`src/common/wdt_cfg.svh`:
```
// constants for the windowed watchdog: offsets, fields, reset values, timing
`ifndef WDT_CFG_SVH
`define WDT_CFG_SVH
`define WDT_OFS_CTRL      4'h0
`define WDT_OFS_MODE      4'h4
`define WDT_OFS_FLAGS     4'h8
`define WDT_KEY           8'ha5
`define WDT_KEY_HI        31
`define WDT_KEY_LO        24
`define WDT_RESTART_BIT   0
`define WDT_MODE_RESET    32'h3fff2fff
`define WDT_RELOAD_HI     11
`define WDT_RELOAD_LO     0
`define WDT_IRQEN_BIT     12
`define WDT_RSTEN_BIT     13
`define WDT_PROC_BIT      14
`define WDT_DIS_BIT       15
`define WDT_WIN_HI        27
`define WDT_WIN_LO        16
`define WDT_DBGHLT_BIT    28
`define WDT_IDLEHLT_BIT   29
`define WDT_MODE_MASK     32'h3fffffff
`define WDT_UNF_BIT       0
`define WDT_ERR_BIT       1
`define WDT_PRESCALE      128
`endif

```
`src/common/wdt_pkg.sv`:
```
// types for the windowed watchdog
package wdt_pkg;
  typedef struct packed {
    logic [31:0] mode;
    logic        mode_locked;
    logic [11:0] count;
    logic [6:0]  prescale;
    logic        underflow_flag;
    logic        restart_error_flag;
    logic        irq;
    logic        fault;
    logic        fault_all;
    logic        fault_proc;
    logic        ack;
    logic [31:0] rdata;
  } wdt_state_t;
endpackage : wdt_pkg

```
`src/logic/windowed_watchdog_timer.sv`:
```
// windowed watchdog timer with classic wishbone register slave
// How it works
// - twelve-bit down counter loaded from reload_value on every reload.
// - counter decrements once per 128 slow-clock ticks via own prescaler.
// - after processor reset reload_value is 0xfff and the timer runs.
// - backup reset sets fault_reset_enable to one.
// - mode register accepts only the first write after processor reset.
// - accepted mode write reloads counter and restarts counting.
// - keyed restart_request inside the window reloads counter and restarts prescaler at once.
// - control writes without key 0xa5 in bits 31:24 are discarded.
// - underflow sets underflow_flag; fault asserted if fault_reset_enable.
// - restart above window limit sets error flag and fault, even disabled.
// - window limit not below reload value allows restart anywhere.
// - interrupt follows flags when fault_irq_enable is one.
// - status read or reset clears flags, interrupt and fault.
// - with fault_reset_enable, fault requests all resets, or processor only when that bit is one.
// - counter halts in debug or idle when the halt bits are set.
// - mode field layout: reload, irq en, rst en, proc, disable, window.
// - status bit 0 sticky underflow, bit 1 sticky restart error.
// - watchdog reset returns flags and mode register to reset values.
// - timer_disable stops the timer; clearing it enables the timer.
//
// The Wishbone interface to the registers is this design's own decision.
`include "wdt_cfg.svh"
`timescale 1ns/1ps
module windowed_watchdog_timer #(
  parameter int CNT_W = 12
) (
  // clock and resets
  input  wire logic        clk_i,
  input  wire logic        rst_i,          // processor reset
  input  wire logic        backup_rst_i,   // backup domain reset
  // slow clock tick enable
  input  wire logic        slow_tick_i,
  // processor state
  input  wire logic        debug_i,
  input  wire logic        idle_i,
  // wishbone slave
  input  wire logic        wb_cyc_i,
  input  wire logic        wb_stb_i,
  input  wire logic        wb_we_i,
  input  wire logic [3:0]  wb_adr_i,
  input  wire logic [3:0]  wb_sel_i,
  input  wire logic [31:0] wb_dat_i,
  output logic      [31:0] wb_dat_o,
  output logic             wb_ack_o,
  // fault and interrupt
  output logic             irq_o,
  output logic             fault_o,
  output logic             fault_all_o,
  output logic             fault_proc_o
);
  // ------------------------------------------------------------
  // state
  // ------------------------------------------------------------
  wdt_pkg::wdt_state_t st;
  wdt_pkg::wdt_state_t next_st;
  logic                rst_en_bkp;   // fault_reset_enable kept in backup domain
  logic                next_rst_en_bkp;

  // access decode
  logic        req;
  logic        wr_ctrl;
  logic        wr_mode;
  logic        rd_flags;
  logic        key_ok;
  logic        restart;
  logic        in_window;
  logic        running;
  logic        halted;
  logic        underflow;
  logic        set_unf;
  logic        set_err;
  logic [11:0] reload_value;
  logic [11:0] restart_window_limit;

  assign req = wb_cyc_i && wb_stb_i && !st.ack;
  assign wr_ctrl = req && wb_we_i && (wb_adr_i == `WDT_OFS_CTRL) && (&wb_sel_i);
  assign wr_mode = req && wb_we_i && (wb_adr_i == `WDT_OFS_MODE) && (&wb_sel_i);
  assign rd_flags = req && !wb_we_i && (wb_adr_i == `WDT_OFS_FLAGS);
  assign key_ok = (wb_dat_i[`WDT_KEY_HI:`WDT_KEY_LO] == `WDT_KEY);
  assign restart = wr_ctrl && key_ok && wb_dat_i[`WDT_RESTART_BIT];
  assign reload_value = st.mode[`WDT_RELOAD_HI:`WDT_RELOAD_LO];
  assign restart_window_limit = st.mode[`WDT_WIN_HI:`WDT_WIN_LO];
  // window check, open when limit not below reload
  assign in_window = (restart_window_limit >= reload_value)
                  || (st.count <= restart_window_limit);
  assign halted = (debug_i && st.mode[`WDT_DBGHLT_BIT])
               || (idle_i && st.mode[`WDT_IDLEHLT_BIT]);
  assign running = !st.mode[`WDT_DIS_BIT] && !halted;
  // no underflow while disabled
  // only a taken reload or an accepted mode write pre-empts the underflow;
  // an out-of-window restart or a locked mode write leaves the count alone
  assign underflow = running && slow_tick_i && (st.prescale == 7'h7f)
                  && (st.count == 12'h000) && !(restart && in_window)
                  && !(wr_mode && !st.mode_locked);
  assign set_unf = underflow;
  assign set_err = restart && !in_window;

  // ------------------------------------------------------------
  // next state
  // ------------------------------------------------------------
  always_comb begin
    logic [31:0] mode_mix;
    mode_mix = wb_dat_i & `WDT_MODE_MASK;
    next_st = st;
    next_rst_en_bkp = rst_en_bkp;
    next_st.ack = req;
    next_st.rdata = 32'h0000_0000;
    // counter and prescaler
    if (restart && in_window) begin
      next_st.count = reload_value;
      next_st.prescale = 7'h00;
    end else if (wr_mode && !st.mode_locked) begin
      next_st.count = mode_mix[`WDT_RELOAD_HI:`WDT_RELOAD_LO];
      next_st.prescale = 7'h00;
    end else if (running && slow_tick_i) begin
      next_st.prescale = st.prescale + 7'h01;
      if (st.prescale == 7'h7f) begin
        if (st.count == 12'h000) begin
          next_st.count = reload_value;
        end else begin
          next_st.count = st.count - 12'h001;
        end
      end
    end
    if (wr_mode && !st.mode_locked) begin
      next_st.mode = mode_mix;
      next_st.mode_locked = 1'b1;
      next_rst_en_bkp = mode_mix[`WDT_RSTEN_BIT];
    end
    // reads
    if (req && !wb_we_i) begin
      unique case (wb_adr_i)
        `WDT_OFS_MODE: begin
          next_st.rdata = {st.mode[31:14], rst_en_bkp, st.mode[12:0]};
        end
        `WDT_OFS_FLAGS: begin
          next_st.rdata = {30'h0, st.restart_error_flag, st.underflow_flag};
        end
        default: begin
          next_st.rdata = 32'h0000_0000;
        end
      endcase
    end
    // status read clears flags and fault
    if (rd_flags) begin
      next_st.underflow_flag = 1'b0;
      next_st.restart_error_flag = 1'b0;
      next_st.fault = 1'b0;
    end
    // sticky flags, set wins over clear
    if (set_unf) begin
      next_st.underflow_flag = 1'b1;
    end
    if (set_err) begin
      next_st.restart_error_flag = 1'b1;
    end
    if ((set_unf && rst_en_bkp) || set_err) begin
      next_st.fault = 1'b1;
      // reset scope, requested only when fault_reset_enable is one
      // a window error with resets off still shows on fault_o alone
      next_st.fault_all = rst_en_bkp && !st.mode[`WDT_PROC_BIT];
      next_st.fault_proc = rst_en_bkp && st.mode[`WDT_PROC_BIT];
    end else if (rd_flags) begin
      next_st.fault_all = 1'b0;
      next_st.fault_proc = 1'b0;
    end
    next_st.irq = st.mode[`WDT_IRQEN_BIT]
               && (next_st.underflow_flag || next_st.restart_error_flag);
  end

  // ------------------------------------------------------------
  // registers
  // ------------------------------------------------------------
  always_ff @(posedge clk_i) begin
    if (rst_i) begin
      // processor reset restores mode and flags
      st <= '0;
      st.mode <= `WDT_MODE_RESET;
      st.count <= 12'hfff;
    end else begin
      st <= next_st;
    end
  end

  // backup domain bit
  always_ff @(posedge clk_i) begin
    if (backup_rst_i) begin
      // reset enable set by backup reset
      rst_en_bkp <= 1'b1;
    end else begin
      rst_en_bkp <= next_rst_en_bkp;
    end
  end

  assign wb_dat_o = st.rdata;
  assign wb_ack_o = st.ack;
  assign irq_o = st.irq;
  assign fault_o = st.fault;
  assign fault_all_o = st.fault_all;
  assign fault_proc_o = st.fault_proc;

  // ------------------------------------------------------------
  // checks
  // ------------------------------------------------------------
  // the reset checks look one edge after release, when the reset
  // values must already stand in the state register

  AST_RST_MODE: assert property (@(posedge clk_i) disable iff (rst_i)
    $fell(rst_i) |-> (st.mode == `WDT_MODE_RESET) && (st.count == 12'hfff))
    else $error("mode or counter not at reset value");

  AST_RST_FLAGS: assert property (@(posedge clk_i) disable iff (rst_i)
    $fell(rst_i) |-> !st.underflow_flag && !st.restart_error_flag && !fault_o
      && !irq_o && !st.mode_locked)
    else $error("reset left flags or fault set");

  AST_BKP: assert property (@(posedge clk_i)
    $past(backup_rst_i) |-> rst_en_bkp)
    else $error("backup reset did not set reset enable");

  AST_LOCK: assert property (@(posedge clk_i) disable iff (rst_i)
    (wr_mode && st.mode_locked) |=> $stable(st.mode))
    else $error("locked mode register changed");

  AST_MODEW: assert property (@(posedge clk_i) disable iff (rst_i)
    (wr_mode && !st.mode_locked && !restart) |=> st.count == $past(wb_dat_i[11:0]))
    else $error("mode write did not reload");

  AST_MODE_RD: assert property (@(posedge clk_i) disable iff (rst_i)
    (req && !wb_we_i && (wb_adr_i == `WDT_OFS_MODE)) |=> (wb_dat_o[31:30] == 2'b00))
    else $error("mode readback has reserved bits set");

  AST_RD_ZERO: assert property (@(posedge clk_i) disable iff (rst_i)
    (req && !wb_we_i && (wb_adr_i == 4'hc)) |=> (wb_dat_o == 32'h0000_0000))
    else $error("unmapped read returned data");

  AST_ACK: assert property (@(posedge clk_i) disable iff (rst_i)
    wb_ack_o |=> !wb_ack_o)
    else $error("ack held for more than one cycle");

  // ------------------------------------------------------------
  // checks: counting
  // ------------------------------------------------------------
  // prescaler steps first
  AST_PRESC: assert property (@(posedge clk_i) disable iff (rst_i)
    (running && slow_tick_i && !restart && !wr_mode && (st.prescale != 7'h7f))
      |=> (st.count == $past(st.count)) && (st.prescale == $past(st.prescale) + 7'h01))
    else $error("counter moved before the prescaler wrapped");

  AST_DEC: assert property (@(posedge clk_i) disable iff (rst_i)
    (running && slow_tick_i && (st.prescale == 7'h7f) && (st.count != 12'h000)
      && !restart && !wr_mode) |=> (st.count == $past(st.count) - 12'h001))
    else $error("counter did not decrement");

  AST_RELOAD: assert property (@(posedge clk_i) disable iff (rst_i)
    underflow |=> (st.count == $past(reload_value)))
    else $error("counter not reloaded after underflow");

  AST_RESTART: assert property (@(posedge clk_i) disable iff (rst_i)
    (restart && in_window) |=> (st.count == $past(reload_value)) && (st.prescale == 7'h00))
    else $error("restart did not reload");

  AST_HALT: assert property (@(posedge clk_i) disable iff (rst_i)
    (halted && !restart && !wr_mode) |=> $stable(st.count) && $stable(st.prescale))
    else $error("halted timer counted");

  AST_RUN: assert property (@(posedge clk_i) disable iff (rst_i)
    (!st.mode[`WDT_DIS_BIT] && !halted && slow_tick_i && !restart && !wr_mode)
      |=> (st.prescale == $past(st.prescale) + 7'h01))
    else $error("enabled timer did not count");

  AST_DIS: assert property (@(posedge clk_i) disable iff (rst_i)
    (st.mode[`WDT_DIS_BIT] && !restart && !wr_mode) |=> $stable(st.count) && !set_unf)
    else $error("disabled timer counted");

  // ------------------------------------------------------------
  // checks: window, flags and fault
  // ------------------------------------------------------------
  // bad key ignored
  AST_BADKEY: assert property (@(posedge clk_i) disable iff (rst_i)
    (wr_ctrl && !key_ok) |=> (st.count == $past(st.count) - 12'h001
      || st.count == $past(st.count) || st.count == $past(reload_value)) && !st.restart_error_flag
      || $past(st.restart_error_flag))
    else $error("bad key write changed state");

  AST_ERR: assert property (@(posedge clk_i) disable iff (rst_i)
    set_err |=> st.restart_error_flag && st.fault)
    else $error("window error not flagged");

  AST_WINOK: assert property (@(posedge clk_i) disable iff (rst_i)
    (restart && (restart_window_limit >= reload_value))
      |=> !st.restart_error_flag || $past(st.restart_error_flag))
    else $error("restart in open window flagged an error");

  AST_UNF: assert property (@(posedge clk_i) disable iff (rst_i)
    set_unf |=> st.underflow_flag && (st.fault == ($past(rst_en_bkp) || $past(st.fault))))
    else $error("underflow handling wrong");

  AST_STICKY: assert property (@(posedge clk_i) disable iff (rst_i)
    ((st.underflow_flag || st.restart_error_flag) && !rd_flags)
      |=> (st.underflow_flag || !$past(st.underflow_flag))
        && (st.restart_error_flag || !$past(st.restart_error_flag)))
    else $error("sticky flag dropped without a status read");

  AST_RDFLAGS: assert property (@(posedge clk_i) disable iff (rst_i)
    rd_flags |=> (wb_dat_o == {30'h0, $past(st.restart_error_flag), $past(st.underflow_flag)}))
    else $error("status read returned wrong flags");

  AST_CLR: assert property (@(posedge clk_i) disable iff (rst_i)
    (rd_flags && !set_unf && !set_err) |=> !st.underflow_flag && !st.restart_error_flag
      && !st.fault ##1 !irq_o)
    else $error("status read did not clear");

  AST_FAULT_HOLD: assert property (@(posedge clk_i) disable iff (rst_i)
    (fault_o && !rd_flags) |=> fault_o)
    else $error("fault dropped without a status read");

  AST_IRQ: assert property (@(posedge clk_i) disable iff (rst_i)
    (!st.mode[`WDT_IRQEN_BIT] && $stable(st.mode)) |=> !irq_o)
    else $error("interrupt while disabled");

  AST_IRQ_SET: assert property (@(posedge clk_i) disable iff (rst_i)
    (st.mode[`WDT_IRQEN_BIT] && (set_unf || set_err) && !wr_mode) |=> irq_o)
    else $error("fault did not raise the interrupt");

  AST_SCOPE: assert property (@(posedge clk_i) disable iff (rst_i)
    (fault_all_o || fault_proc_o) |-> fault_o && !(fault_all_o && fault_proc_o))
    else $error("reset scope inconsistent");

  AST_PROC: assert property (@(posedge clk_i) disable iff (rst_i)
    (set_unf && rst_en_bkp) |=> (fault_all_o == !$past(st.mode[`WDT_PROC_BIT])))
    else $error("reset scope does not follow the processor-only bit");
endmodule : windowed_watchdog_timer

```
`config.mk`:
```
export PLATFORM = sky130hd
export DESIGN_NAME = windowed_watchdog_timer
export DESIGN_NICKNAME = d
export VERILOG_FILES = /design/src/common/wdt_pkg.sv /design/src/logic/windowed_watchdog_timer.sv
export VERILOG_INCLUDE_DIRS = /design/src /design/src/common
export SDC_FILE = /design/constraint.sdc
export NUM_CORES = 1
export LEC_CHECK = 0
export BUFFER_PORTS_ARGS = -buffer_cell sky130_fd_sc_hd__buf_2
export CAP_MARGIN = 20
export CORE_UTILIZATION = 55
export DETAILED_ROUTE_END_ITERATION = 6
export HOLD_SLACK_MARGIN = 0.15
export PLACE_DENSITY = 0.78
export SYNTH_ARGS = -nofsm -noshare
export SYNTH_HDL_FRONTEND = slang
export SYNTH_SLANG_ARGS = --single-unit
```
`constraint.sdc`:
```
create_clock -name clk_i -period 2.6 [get_ports clk_i]
set_input_delay 0.52 -clock clk_i [delete_from_list [all_inputs] [get_ports clk_i]]
set_output_delay 0.52 -clock clk_i [all_outputs]
set_load 0.05 [all_outputs]
```
---- Yosys cells after proc, flatten, opt, wreduce, memory -nomap -nowiden ----
Cells that the tools add are included.
storage, ports and cells
  word-level logic and storage cells ...... 83
  input port bits ......................... 49
  register bits ........................... 90
operators by class
  mux-type cells .......................... 13
  eq/ne operators ......................... 4
  reductions and logical operators ........ 48
  add/subtract/negate cells ............... 2
  magnitude comparators ................... 2
  bitwise operators ....................... 1
operators with widths
  cell                                                 number
  one-hot mux 30 bit (2 select lines)                  1
  2-to-1 mux 19 bit                                    3
  logical AND 1 bit                                    26
  2-to-1 mux 12 bit                                    2
  >= comparator 12 bit                                 1
  <= comparator 12 bit                                 1
  logical NOT 12 bit                                   1
  subtractor 12 x 1 -> 12 bit (second input constant)  1
  logical NOT 1 bit                                    9
  == test 8 bit (second input constant)                1
  adder 7 x 1 -> 7 bit (second input constant)         1
  == test 7 bit (second input constant)                1
  2-to-1 mux 2 bit                                     3
  nonzero test 3 bit                                   2
  == test 4 x 3 -> 1 bit (second input constant)       1
  == test 4 bit (second input constant)                1
  logical NOT 4 bit                                    1
  logical OR 1 bit                                     4
  2-to-1 mux 1 bit                                     4
  AND reduction 4 bit                                  1
  OR reduction 3 bit                                   1
  AND reduction 2 bit                                  1
  nonzero test 2 bit                                   1
  OR reduction 2 bit                                   1
  inverter 1 bit                                       1

---- Logic depth before layout (Yosys ltp) ----
  depth after elaboration ................. 14
  gate-level depth with buffers ........... 11

---- Worst setup path after synthesis ----
Ideal clock, no wire load.
  path kind ............................... register to register
  start point ............................. reg st (netlist bit wb_ack_o)
  end point ............................... reg st (netlist bit fault_all_o)
  setup time .............................. 0.072 ns
  period minus slack after synthesis ...... 2.334 ns
  path buffers ............................ 0
  stages on the path, launching flop included .. 7
  data arrival time ....................... 2.262 ns
  setup slack ............................. 0.266 ns
  path through ............................ dfxtp_1 -> nand3b_1 -> or4_4 -> or3_4 -> and3_1 -> a41oi_2 -> mux2i_1
between the ends
  word-level cells in the longest chain between the ends .. 14
  elaborated cells between the ends (all ways) .. 22
  classes of those cells .................. mux: 1; reduce/logical: 21
ends and longest elaborated chain
  what                                                           RTL line                                                      source
  from (decl)                                                    windowed_watchdog_timer.sv:56                                 wdt_pkg::wdt_state_t st;
  from (signal assigned)                                         windowed_watchdog_timer.sv:183                                st <= next_st;
  logical NOT 1 bit *                                            windowed_watchdog_timer.sv:77                                 assign req = wb_cyc_i && wb_stb_i && !st.ack;
  logical AND 1 bit *                                            windowed_watchdog_timer.sv:77
  logical AND 1 bit                                              windowed_watchdog_timer.sv:78, windowed_watchdog_timer.sv:79
  logical AND 1 bit (2 in series)                                windowed_watchdog_timer.sv:78                                 assign wr_ctrl = req && wb_we_i && (wb_adr_i == `WDT_OFS_CTRL) && (&wb_sel_i);
  logical AND 1 bit (2 in series)                                windowed_watchdog_timer.sv:82                                 assign restart = wr_ctrl && key_ok && wb_dat_i[`WDT_RESTART_BIT];
  logical AND 1 bit                                              windowed_watchdog_timer.sv:95                                 && (st.count == 12'h000) && !(restart && in_window)
  logical NOT 1 bit                                              windowed_watchdog_timer.sv:95
  logical AND 1 bit                                              windowed_watchdog_timer.sv:95
  logical AND 1 bit                                              windowed_watchdog_timer.sv:96                                 && !(wr_mode && !st.mode_locked);
  logical AND 1 bit                                              windowed_watchdog_timer.sv:159                                if ((set_unf && rst_en_bkp) || set_err) begin
  logical OR 1 bit                                               windowed_watchdog_timer.sv:159
  2-to-1 mux 2 bit / nonzero test 2 bit (equally long branches)  n/a
Mark *: on every way between the ends. The rest lies on a longest branch, timed or not.
A chain may end at the register's enable or synchronous reset.

---- Worst setup path after layout ----
  start point ............................. reg st[57] (netlist bit)
  end point ............................... reg st[57] (netlist bit)
between the ends
  word-level cells in the longest chain between the ends .. 6
  elaborated cells between the ends (all ways) .. 13
  classes of those cells .................. add/sub: 1; order compare: 1; mux: 5; reduce/logical: 6
ends and longest elaborated chain
  what                                                                      RTL line                                                        source
  subtractor 12 x 1 -> 12 bit / logical NOT 12 bit (equally long branches)  windowed_watchdog_timer.sv:123, windowed_watchdog_timer.sv:120
  2-to-1 mux 12 bit                                                         windowed_watchdog_timer.sv:120                                  if (st.count == 12'h000) begin
  2-to-1 mux 12 bit                                                         windowed_watchdog_timer.sv:119                                  if (st.prescale == 7'h7f) begin
  2-to-1 mux 19 bit                                                         windowed_watchdog_timer.sv:117                                  end else if (running && slow_tick_i) begin
  2-to-1 mux 19 bit                                                         windowed_watchdog_timer.sv:114                                  end else if (wr_mode && !st.mode_locked) begin
  2-to-1 mux 19 bit                                                         windowed_watchdog_timer.sv:111                                  if (restart && in_window) begin
Several ways; a longest one is shown, not always the timed one. The select of a mux whose other input is x is not followed.

==> flow_summary.toml <==
[sta]
final-max-slew-violation-count = 0
finalHoldViolations = 0
timing.setup.tns_ns = 0
timing.max_slew.rel_slack_pct = 61.8
timing.fmax_ghz = 0.404
timing.clock.skew_ns = 0.0170
tightest_slew_ns = 0.572
setup-violations-final = 0
period_needed_ns = 2.48
final_min_period_over_clock_period_pct = 95.3

[synth]
synth.yosys.warnings = 0
yosys.cell_types.count = 55
ys.flop_type = "sky130_fd_sc_hd__dfxtp_1"
netlist_top_cells_area = "sky130_fd_sc_hd__dfxtp_1 (41%), sky130_fd_sc_hd__ha_1 (7.7%), sky130_fd_sc_hd__buf_4 (5.8%)"
yosys_top_cell_by_area = "sky130_fd_sc_hd__dfxtp_1"
synth-seq-cells = 87
async_reset_ff_share_pct = 0
synth_enable_flop_cells = 0
seq_total_area_yosys_pct = 41.0
synth_top_cell_area_share_pct = 41.0
post_synth_instance_area_um2 = 4250
synthesis.instances = 492
syn_area_per_cell_um2 = 8.64

[place]
hpwlAfterDp_mm = 7.67
port-buffer-count = 83
global_placement_routability_congestion = 0.866

[drt]
detailedRoute.firstPassIterationCount = 5
detail_route.wl_per_cell_um = 15.9
via_count = 3785
drc = 0
count_of_routing_violations_after_the_opening_detailed_route_iteration = 316
drtAntennaViolNets = 0
detail_route.wirelength_mm = 10.6
detail_route.vias_per_cell = 5.67

[clocking]
clk-insertion-delay-late_ns = 0.36
tritoncts = "done"
cts.clk_slew.worst_paths_ns = 0.10
h-tree-depth = 3
total_cts_buffers = 9
cts-root-buf = "sky130_fd_sc_hd__clkbuf_8"
cts-root-to-sink-buffers = 2
numClockSinks = 87
hold_buffers = 0

[final_layout]
layout_commonest_cell = "sky130_fd_sc_hd__dfxtp_1"
finish.net_count = 639
num-fill-cells = 617
n_antenna_cell = 0
syn2layout_area_growth_pct = 16.3
layout_common_cells = "sky130_fd_sc_hd__dfxtp_1 (87), sky130_fd_sc_hd__buf_2 (83), sky130_fd_sc_hd__nand2_1 (63)"
drive_gt1_share_pct = 25.7
sequential_standard_cell_area_um2 = 1740
multiInputGateArea_um2 = 2110

[power]
p_leak_nw = 2.30
switchingPower_w = 0.000566
comb_power_share_pct = 4.8
power.switching_fraction_pct = 23.3
cellInternalPower_w = 0.00186
totalPowerFinal_w = 0.00243
powerDensity_nw_per_um2 = 491
ir_worst_vdd_mv = 0.320
share_clk_of_total_power_pct = 40.1
share_seq_of_total_power_pct = 55.1

[global_routing]
grt_usage_pct = 25.9
grt-ovfl-total = 0
number_of_antenna_violations_at_the_first_check_in_global_routing = 0
first_global_vias = 3456
grt_start_max_net_pins = 35
grt_pass1_wl_mm = 16.8

[floorplan]
start_util_pct = 57.7
rows = 31
die-area_um2 = 8080
coreArea_um2 = 7370
chipHeight_um = 89.9
die_w_um = 89.9
top_level_pins = 86

[critical_path]
timing.critical_path.arrival_ns = 2.74
endpoint_kind = "register"
cp-start-kind = "register"
cp_max_fo = 12
worstSetupPathType = "reg -> reg"
worstPathRequired_ns = 2.86

[worst_hold_path]
hp-class = "in -> reg"

[outcome]
run_status = "completed"

[job]
drv.max_cap_violation_count = 0
-- layer usage --
metal  up-vias  global-route usage (%)  part of all wire [%]
met3        20                    4.65                   8.6
met4         0                    9.41                   1.4
met5         -                       0                     0
met1      1760                    36.6                    45
li1       1826                       -                     -
met2       179                    39.8                    45
-- state kept, by name, indices dropped and copies added, names as in the netlist --
signal                count
wb_ack_o                  1
fault_o                   1
restart_window_limit     12
st                       27
rst_en_bkp                1
irq_o                     1
wb_dat_o                 30
fault_all_o               1
fault_proc_o              1
reload_value             12
-- worst paths after layout --
kind                start    endpoint  slack, ns  depth (start not counted)
max reg2reg        st[57]      st[57]       0.12                          9
min reg2reg        st[71]      st[71]       0.48                          2
max                st[57]      st[57]       0.12                          9
min          backup_rst_i  rst_en_bkp       0.33                          3
-- critical path, stage by stage, from the launching register on --
cell and delay (ns):
sky130_fd_sc_hd__dfxtp_1 0.49, sky130_fd_sc_hd__ha_1 0.30, sky130_fd_sc_hd__nand4_1 0.14, sky130_fd_sc_hd__nor2_1 0.06, sky130_fd_sc_hd__a311o_1 0.35, sky130_fd_sc_hd__a211oi_2 0.23
sky130_fd_sc_hd__buf_4 0.20, sky130_fd_sc_hd__o21bai_4 0.09, sky130_fd_sc_hd__and2_4 0.20, sky130_fd_sc_hd__o311ai_1 0.32
-- kinds of logic after synthesis --
| group | Yosys count | synth area share, % |
|---|---|---|
| flops | 87 | 41.0 |
| mux | 5 | 1.18 |
| other cells | 1 | 0.0882 |
| fa+ha+maj | 26 | 7.65 |
| xor+xnor | 12 | 2.47 |
| buf+inv | 83 | 10.8 |
| simple gates | 180 | 20.3 |
| compound gates | 98 | 16.5 |
-- power by group through the flow --
stage,Sequential [W],Combinational [W],Clock [W]
final,0.00134,0.000116,0.000973
after global routing,0.00134,0.000124,0.00104
after CTS,0.00134,0.000114,0.000974
after detailed placement,0.00137,0.000113,0
after global placement,0.00137,0.000111,0
after floorplan,0.00137,0.0000599,0
-- timing repair --
| item | CTS | global route |
|---|---|---|
| setup endpoints to repair | 3 | 24 |
| pin swaps | 1 | 2 |
| gates resized for setup | 0 | 10 |
| setup buffers | 0 | 2 |
| gates cloned | 0 | 1 |
-- through the flow --
| stage | hold slack, ns | setup slack, ns | instance area, µm² | util, % | cells |
|---|---|---|---|---|---|
| after floorplan | 0.432 | 0.266 | 4250 | - | 493 |
| after global placement | 0.443 | 0.0606 | 4670 | 63.3 | 649 |
| after detailed placement | 0.458 | -0.0133 | 4670 | 63.3 | 649 |
| after CTS | 0.333 | 0.00593 | 4870 | 66.1 | 665 |
| after global routing | 0.361 | -0.0276 | 4940 | 67.1 | 668 |
| final | 0.330 | 0.123 | 4940 | 67.1 | 668 |
-- cell type report --
class / instances / area share [%]
tap: 99 / 2.51
timing repair buffer: 112 / 13.1
inverter: 30 / 2.28
sequential: 87 / 35.2
clock buffer: 11 / 2.86
multi-input combinational: 324 / 42.7
clock inverter: 5 / 1.32
-- synth_stat cells (all sizes together) (3+ instances only) --
master   n
dfxtp   87
nand2   63
buf     44
nor2    39
nor3    30
inv     29
ha      26
o211ai  24
o21ai   24
a21oi   20
nand3   14
a32oi    9
clkbuf   9
nand4    7
xnor2    7
and2     6
mux2i    5
xor2     5
nor2b    4
a211oi   3
a21o     3
nand2b   3
or2      3
Power figures use the tool's default switching activity.
